--- src/hw/hrs_defs.svh ---
// Constants for the run/stop startup controller.
// What this block does
// - No program anywhere: stay in STOP.
// - Memory program at power-up: reset clears its valid flag, so enter STOP.
// - Card at power-up: copy it over memory.
// - After card copy, change to RUN.
// - No push-button start or stop exists.
// - Host may download a program and start it.
// - Red indicator lit in every state but RUN.
// - Green indicator lit in RUN.
// - Host may read live data in RUN.
// - Protected card: read_ok_out needs correct password; read_data_out is not gated.
// - Protected card removed: clear copied program's valid flag; memory keeps its words.
`ifndef HRS_DEFS_SVH
`define HRS_DEFS_SVH
`define HRS_PW_W      16
`define HRS_ADDR_W    8
`define HRS_DATA_W    8
`define HRS_DEPTH     256
`endif

--- src/hw/hrs_pkg.sv ---
// Types shared by the run/stop startup controller.
`include "hrs_defs.svh"
package hrs_pkg;
	typedef enum logic [2:0] {
		HRS_ST_BOOT  = 3'b000,
		HRS_ST_COPY  = 3'b001,
		HRS_ST_STOP  = 3'b011,
		HRS_ST_RUN   = 3'b010,
		HRS_ST_LOAD  = 3'b110
	} hrs_state_t;

	typedef struct packed {
		logic                    read_req;
		logic                    load_start;
		logic                    load_valid;
		logic                    load_end;
		logic                    start_req;
		logic                    pw_valid;
		logic [`HRS_PW_W-1:0]    pw;
		logic [`HRS_ADDR_W-1:0]  addr;
		logic [`HRS_DATA_W-1:0]  data;
	} hrs_host_t;
endpackage : hrs_pkg

--- src/hw/hrs_mem.sv ---
// Program memory with registered read data.
`timescale 1ns/1ps
module hrs_mem #(
	parameter int AW = 8,
	parameter int DW = 8
) (
	input  wire logic          clk_in,
	// Write port
	input  wire logic          wr_en_in,
	input  wire logic [AW-1:0] wr_addr_in,
	input  wire logic [DW-1:0] wr_data_in,
	// Read port
	input  wire logic [AW-1:0] rd_addr_in,
	output logic      [DW-1:0] rd_data_out
);
	logic [DW-1:0] mem [0:(1<<AW)-1];

	always_ff @(posedge clk_in) begin
		if (wr_en_in) begin
			mem[wr_addr_in] <= wr_data_in;
		end
	end

	always_ff @(posedge clk_in) begin
		rd_data_out <= mem[rd_addr_in];
	end
endmodule : hrs_mem

--- src/hw/hrs_ctrl.sv ---
// Run/stop startup controller for a module without display or keys.
`timescale 1ns/1ps
`include "hrs_defs.svh"
module hrs_ctrl #(
	parameter int AW = `HRS_ADDR_W,
	parameter int DW = `HRS_DATA_W,
	parameter int PW = `HRS_PW_W
) (
	// Clock and reset
	input  wire logic          clk_in,
	input  wire logic          reset_n_in,
	// Program card pins, asynchronous
	input  wire logic          card_present_in,
	input  wire logic          card_valid_in,
	input  wire logic          card_protected_in,
	input  wire logic [PW-1:0] card_pw_in,
	input  wire logic [DW-1:0] card_data_in,
	output logic      [AW-1:0] card_addr_out,
	// Host command port, same clock
	input  wire hrs_pkg::hrs_host_t host_in,
	output logic               read_ok_out,
	output logic               read_refused_out,
	output logic      [DW-1:0] read_data_out,
	// Status indicators
	output logic               led_red_out,
	output logic               led_green_out,
	output logic               run_out
);
	initial begin
		if (AW < 1 || DW < 1 || PW < 1) begin
			$error("hrs_ctrl: widths must be positive");
		end
	end

	localparam logic [AW-1:0] LAST = {AW{1'b1}};

	// Card present, valid and protected pins come from outside; two flops before use.
	logic [1:0] pres_s_q, valid_s_q, prot_s_q;
	always_ff @(posedge clk_in or negedge reset_n_in) begin
		if (!reset_n_in) begin
			pres_s_q  <= 2'h0;
			valid_s_q <= 2'h0;
			prot_s_q  <= 2'h0;
		end else begin
			pres_s_q  <= {pres_s_q[0], card_present_in};
			valid_s_q <= {valid_s_q[0], card_valid_in};
			prot_s_q  <= {prot_s_q[0], card_protected_in};
		end
	end
	wire card_pres  = pres_s_q[1];
	wire card_valid = valid_s_q[1];
	wire card_prot  = prot_s_q[1];

	hrs_pkg::hrs_state_t st_q;
	logic [AW-1:0]       addr_q;
	logic                copy_wr_q;
	logic [AW-1:0]       copy_addr_q;
	logic [DW-1:0]       copy_data_q;
	logic                prog_ok_q;
	logic                prot_q;
	logic [PW-1:0]       pw_q;
	logic                unlocked_q;
	logic                card_was_q;
	logic [1:0]          boot_q;
	logic                issue_q;
	logic [AW-1:0]       issue_addr_q;

	// The synchroniser is cleared by reset, so the pins only become
	// visible two edges after release; the decision waits for them.
	always_ff @(posedge clk_in or negedge reset_n_in) begin
		if (!reset_n_in) begin
			boot_q <= 2'h0;
		end else if (st_q == hrs_pkg::HRS_ST_BOOT && boot_q != 2'h2) begin
			boot_q <= boot_q + 2'h1;
		end
	end
	wire boot_go = st_q == hrs_pkg::HRS_ST_BOOT && boot_q == 2'h2;

	// Card words are sampled one cycle after the address; the card is
	// assumed static while being read, so no synchroniser is needed.
	assign card_addr_out = addr_q;

	// State sequencing; no key input exists, mode moves only by power-up,
	// host command or removal of a protected card.
	always_ff @(posedge clk_in or negedge reset_n_in) begin
		if (!reset_n_in) begin
			st_q <= hrs_pkg::HRS_ST_BOOT;
		end else begin
			unique case (st_q)
				hrs_pkg::HRS_ST_BOOT: begin
					if (boot_go && card_pres && card_valid) begin
						st_q <= hrs_pkg::HRS_ST_COPY;
					end else if (boot_go && prog_ok_q) begin
						st_q <= hrs_pkg::HRS_ST_RUN;
					end else if (boot_go) begin
						st_q <= hrs_pkg::HRS_ST_STOP;
					end
				end
				hrs_pkg::HRS_ST_COPY: begin
					if (copy_wr_q && copy_addr_q == LAST) begin
						st_q <= hrs_pkg::HRS_ST_RUN;
					end
				end
				hrs_pkg::HRS_ST_STOP: begin
					if (host_in.load_start) begin
						st_q <= hrs_pkg::HRS_ST_LOAD;
					end else if (host_in.start_req && prog_ok_q) begin
						st_q <= hrs_pkg::HRS_ST_RUN;
					end
				end
				hrs_pkg::HRS_ST_RUN: begin
					if (host_in.load_start) begin
						st_q <= hrs_pkg::HRS_ST_LOAD;
					end else if (card_was_q && !card_pres && prot_q) begin
						st_q <= hrs_pkg::HRS_ST_STOP;
					end
				end
				hrs_pkg::HRS_ST_LOAD: begin
					if (host_in.load_end) begin
						st_q <= hrs_pkg::HRS_ST_STOP;
					end
				end
				default: st_q <= hrs_pkg::HRS_ST_BOOT;
			endcase
		end
	end

	// Card address counter, stepped once per copy cycle.
	always_ff @(posedge clk_in or negedge reset_n_in) begin
		if (!reset_n_in) begin
			addr_q <= '0;
		end else if (st_q == hrs_pkg::HRS_ST_COPY && addr_q != LAST) begin
			addr_q <= addr_q + 1'b1;
		end
	end

	// Copy pipeline: the word for addr_q arrives one cycle later, so the
	// address is delayed one stage to pair it with its word.
	always_ff @(posedge clk_in or negedge reset_n_in) begin
		if (!reset_n_in) begin
			issue_q      <= 1'b0;
			issue_addr_q <= '0;
			copy_wr_q    <= 1'b0;
			copy_addr_q  <= '0;
			copy_data_q  <= '0;
		end else begin
			issue_q      <= st_q == hrs_pkg::HRS_ST_COPY &&
				!(issue_q && issue_addr_q == LAST);
			issue_addr_q <= addr_q;
			copy_wr_q    <= issue_q;
			copy_addr_q  <= issue_addr_q;
			copy_data_q  <= card_data_in;
		end
	end

	// Program valid flag and protection owner.
	always_ff @(posedge clk_in or negedge reset_n_in) begin
		if (!reset_n_in) begin
			prog_ok_q <= 1'b0;
			prot_q    <= 1'b0;
			pw_q      <= '0;
		end else if (boot_go && card_pres && card_valid) begin
			prog_ok_q <= 1'b0;
			prot_q    <= card_prot;
			pw_q      <= card_pw_in;
		end else if (st_q == hrs_pkg::HRS_ST_COPY &&
				copy_wr_q && copy_addr_q == LAST) begin
			prog_ok_q <= 1'b1;
		end else if (st_q == hrs_pkg::HRS_ST_LOAD) begin
			prog_ok_q <= host_in.load_end;
			prot_q    <= 1'b0;
		end else if (prot_q && card_was_q && !card_pres) begin
			prog_ok_q <= 1'b0;
			prot_q    <= 1'b0;
		end
	end

	// Memory validity survives power cycles in a real part; here a
	// strap-free reset starts empty.
	always_ff @(posedge clk_in or negedge reset_n_in) begin
		if (!reset_n_in) begin
			card_was_q <= 1'b0;
		end else begin
			card_was_q <= card_pres;
		end
	end

	// Password unlock for protected programs.
	always_ff @(posedge clk_in or negedge reset_n_in) begin
		if (!reset_n_in) begin
			unlocked_q <= 1'b0;
		end else if (!prot_q) begin
			unlocked_q <= 1'b0;
		end else if (host_in.pw_valid) begin
			unlocked_q <= host_in.pw == pw_q;
		end
	end

	wire host_wr = st_q == hrs_pkg::HRS_ST_LOAD && host_in.load_valid;
	wire mem_we  = copy_wr_q || host_wr;
	wire [AW-1:0] mem_wa = copy_wr_q ? copy_addr_q : host_in.addr;
	wire [DW-1:0] mem_wd = copy_wr_q ? copy_data_q : host_in.data;
	wire rd_allow = st_q == hrs_pkg::HRS_ST_RUN &&
		(!prot_q || unlocked_q);

	hrs_mem #(
		.AW (AW),
		.DW (DW)
	) u_mem (
		.clk_in      (clk_in),
		.wr_en_in    (mem_we),
		.wr_addr_in  (mem_wa),
		.wr_data_in  (mem_wd),
		.rd_addr_in  (host_in.addr),
		.rd_data_out (read_data_out)
	);

	// Read answers one cycle after the request, with the memory word.
	always_ff @(posedge clk_in or negedge reset_n_in) begin
		if (!reset_n_in) begin
			read_ok_out      <= 1'b0;
			read_refused_out <= 1'b0;
		end else begin
			read_ok_out      <= host_in.read_req && rd_allow;
			read_refused_out <= host_in.read_req && !rd_allow;
		end
	end

	assign run_out       = st_q == hrs_pkg::HRS_ST_RUN;
	assign led_green_out = run_out;
	assign led_red_out   = !run_out;
endmodule : hrs_ctrl

--- config.mk ---
export PLATFORM = sky130hd
export DESIGN_NAME = hrs_ctrl
export DESIGN_NICKNAME = d
export VERILOG_FILES = /design/src/hw/hrs_pkg.sv /design/src/hw/hrs_mem.sv /design/src/hw/hrs_ctrl.sv
export VERILOG_INCLUDE_DIRS = /design/src /design/src/hw
export SDC_FILE = /design/constraint.sdc
export NUM_CORES = 2
export LEC_CHECK = 0
export ABC_CLOCK_PERIOD_IN_PS = 4600
export BUFFER_PORTS_ARGS = -buffer_cell sky130_fd_sc_hd__buf_4
export CORE_MARGIN = 5
export CORE_UTILIZATION = 45
export CTS_CLUSTER_SIZE = 8
export DETAILED_ROUTE_END_ITERATION = 16
export GPL_TIMING_DRIVEN = 0
export MAX_ROUTING_LAYER = met4
export PLACE_DENSITY = 0.69
export SYNTH_ARGS = -nofsm -noshare
export SYNTH_HDL_FRONTEND = slang
export SYNTH_SLANG_ARGS = --single-unit
--- constraint.sdc ---
create_clock -name clk_in -period 4.6 [get_ports clk_in]
set_clock_uncertainty 0.05 [all_clocks]
set_input_delay 0.23 -clock clk_in [delete_from_list [all_inputs] [get_ports clk_in]]
set_output_delay 0.23 -clock clk_in [all_outputs]
set_load 0.03 [all_outputs]
==> summary.md <==
| Metric | Value |
|---|---|
| Placer's final routability congestion estimate | 0.984 |
| Post-Synth Adder-Cell Area | less than 1% |
| Initial Util | a little under half |
| Number of CTS-inserted buffers | 316 |
| DRT Pass-1 Iters | 6 |
| Worst min path class | in -> reg |
| Via density | about 6.6 |
| HPWL Detailed | 161,000 um |
| Crit share post-route | 103% |
| Num Clock Sinks | 2,123 |
| Post-synthesis mux area share | 14.0% |
| Layout area overhead | 16.0% |
| CP Launch Type | flop |
| Syn Area/Cell | 20.8 sq um |
| Largest net degree at the start of global routing | 161 |
| Final Setup Violations | 78 |
| Total power | 46.7 mW |
| Core Region | 182,000 sq um |
| Post-synthesis cell type count | 63 |
| Starting DRT DRC Count | around 8k |
| Max Cap Viol | 2 |
| Hold WS | 63.0 ps |
| CTS tree | done |
| Warning count from the yosys run | 0 |
| RSZ-0062 raised after global routing | true |
| CP max stage delay | between 1000 and 1500 ps |
| Slowest CP cell | o21ai_0 |
| Post-synthesis xor/xnor area fraction | less than 1% |
| Post-CTS Setup Inserts | 0 |
| VDD IR-drop max | around 440 uV |
| Root Buffer | clkbuf_16 |
| Share of cells above drive strength 1 | 24.3% |
| Min setup slack post-route | -144 ps |
| # port buffers | 85 |
| Final ANT Viol Nets | 0 |
| Syn Inst Count | 3,957 |
| Slew @ Worst Pin | 1560 ps |
| First-pass GRT wire length | 347,000 um |
| Gr ovfl total | 0 |
| Vias | 45.2k |
| Compound-Gate Fraction of Synth Area | approximately 4% |
| DRT Wirelength | 252,000 um |
| Clock Pin Slew Worst Setup and Hold Paths | roughly 50 ps |
| Slew Limit Fails | 14 |
| Remaining DRCs | 0 |
| Crit-path cells | clkbuf_1, clkbuf_1, o21ai_0, nand2_1, clkbuf_1, nor2_1 |
| Failing checks | capacitance limit, slew limit, setup timing |
| Post-Syn Nets | 4,026 |
| Fraction of registers with async set/reset | 3.16% |
| Rows | 157 |
| H-tree levels | 5 |
| Sequential area share after synthesis | 77.0% |
| Util after Layout | 52.3% |
| Max Freq | 211 MHz |
| Die H | about 440 um |
| Outcome | finished, violations left |
| DR WL/cell | 36.6 um |
| Arrival time worst endpoint | 5170 ps |
| Simple-Gate Fraction of Synth Area | 2.63% |
| Synth Cell Area | a little over 80,000 sq um |
| Critical Path RT | 5030 ps |
| Worst reg2reg setup slack | -140 ps |
| Minimum clock period | 4740 ps |
| CP endpoint kind | flop |
| Number of synthesized flops with an enable pin | a little over 2k |
| CP Max Fanout | 10 |
| GRT Total Usage | 26.9% |
| Hold Fails Final Rpt | 0 |
| IO Pins | 88 |
| Power per cell area | 490 nW/um^2 |
| Most used flip-flop cell after synthesis | edfxtp_1 |
| Pleak | 30.3 nW |
| Synth Register Bits | 2,123 |
| Clock latency on the worst-skew pair | 920 ps |
| Nets | roughly 4.5k |
| Die width | 438 um |
| Largest family of logic cells by synthesized area | multiplexers |
| Setup CP Type | reg -> reg |
| CTS Buffer Depth | 4 |
| Antenna violations before repair | 8 |
| Die area | 192,000 sq um |
| Relative slew slack | -5.16% |
| Vias in the first global route | 44.2k |
| Most used cell, CP | clkbuf_1 |
-- layout by cell type, fill, tap and decap left out, drive strengths merged, types with 6 or more instances in the layout --
cell type,count
a211oi,25
a21oi,120
a221oi,13
a22o,6
a22oi,181
a31oi,11
buf,264
clkbuf,456
dfrtp,67
dfxtp,8
diode,14
dlygate4sd3,58
edfxtp,2048
inv,15
mux2,28
mux2i,136
mux4,438
nand2,68
nand2b,11
nand3,11
nand4,9
nor2,282
nor2b,14
nor3,19
nor3b,6
nor4,32
o211ai,7
o21ai,18
o221ai,37
o22ai,34
or2,9
xnor2,21
-- state kept, by name (all words and copies together) (netlist names) --
| name | count |
|---|---|
| issue_addr_q | 8 |
| pw_q | 16 |
| copy_addr_q | 8 |
| valid_s_q | 2 |
| read_refused_out | 1 |
| card_addr_out | 8 |
| prog_ok_q | 1 |
| pres_s_q | 2 |
| copy_wr_q | 1 |
| copy_data_q | 8 |
| issue_q | 1 |
| u_mem.rd_data_out | 8 |
| prot_s_q | 2 |
| st_q | 3 |
| boot_q | 2 |
| card_was_q | 1 |
| prot_q | 1 |
| unlocked_q | 1 |
| u_mem.mem | 2048 |
| read_ok_out | 1 |
-- logic make-up after synthesis --
logic type,count (synthesis)
adder cells (fa/ha/maj),2
multiplexers,602
flip-flops,2123
AND/OR/NAND/NOR,476
XOR/XNOR,24
AO/OA/AOI/OAI,476
buffers and inverters,254
-- per-layer routing --
layer,up-vias,GRT usage [%],part of all wire [%]
met5,-,-,0
met4,0,14.0,6.2
li1,17300,-,-
met1,23400,34.3,35
met2,3786,38.4,45
met3,751,9.21,14
-- timing repair --
action	in CTS	in global routing
hold buffers	59	0
gates resized for setup	0	2
endpoints found under the hold margin	165	0
setup endpoints to repair	0	8
-- layout make-up --
type,instances,area [sq um]
Buffer,243,1650
Timing Repair Buffer,157,1580
Clock buffer,378,8310
Fill cell,13700,87000
Sequential cell,2123,63300
Antenna cell,14,35.0
Tap cell,2385,2980
Multi-Input combinational cell,1580,17400
Clock inverter,9,95.1
Inverter,11,41.3
-- power by group --
part	leakage [nW]	internal (mW)	total, mW	switching, mW
combinational	6.91	1.13	4.04	2.92
sequential	19.3	22.3	22.4	0.151
clock	4.11	12.5	20.3	7.77
total	30.3	35.9	46.7	10.8
-- synth_stat cells (7+ instances only) --
master,instances,share of area [%]
inv_1,11,0.050
dfxtp_1,8,0.19
a21oi_1,120,0.73
o221ai_1,37,0.39
mux2_2,28,0.38
o21ai_0,12,0.073
nand2_1,68,0.31
a22oi_1,181,1.7
xnor2_1,21,0.22
a221oi_2,10,0.18
buf_8,16,0.29
nor3_1,17,0.10
a31oi_1,11,0.084
buf_6,24,0.33
nor2b_1,13,0.099
nand4_1,9,0.068
mux4_2,438,12
mux2i_1,136,1.7
edfxtp_1,2048,75
o211ai_1,7,0.064
nand2b_1,11,0.084
buf_4,23,0.21
buf_12,11,0.27
nand3_1,11,0.067
clkbuf_1,78,0.36
a211oi_1,23,0.21
dfrtp_1,67,2.0
buf_2,88,0.54
nor4_1,26,0.20
o22ai_1,34,0.26
nor2_1,281,1.3
-- through the flow --
stage / instances / setup TNS, ps / area (sq um) / setup WS [ps]
2_1_floorplan: 3957 / 0 / 82300 / 1250
3_3_place_gp: 6427 / -2841960 / 85900 / -1610
3_5_place_dp: 6439 / -158120 / 86400 / -545
4_1_cts: 6885 / 0 / 95400 / 105
5_1_grt: 6893 / -55.6 / 95400 / -11.6
6_report: 6900 / -6130 / 95500 / -144
-- path summary, 6_finish.rpt --
| check | start | end | cells past startpoint |
|---|---|---|---|
| max reg2reg | copy_wr_q | u_mem.mem[120][2] | 6 |
| min | host_in[4] | u_mem.mem[26][4] | 2 |
| min reg2reg | issue_addr_q[2] | copy_addr_q[2] | 0 |
| max in group asynchronous | reset_n_in | issue_addr_q[7] | 4 |
| min in group asynchronous | reset_n_in | valid_s_q[0] | 4 |
| max | copy_wr_q | u_mem.mem[120][2] | 6 |
-- critical path: cells and delay by family (launching register included) --
kind,cells,cell delay [ps]
DFF,1,350
buffers and inverters,3,1100
and+or+nand+nor,2,1510
AOI/OAI and AO/OA,1,1280
Note: power is estimated with default switching activity, not from simulation.
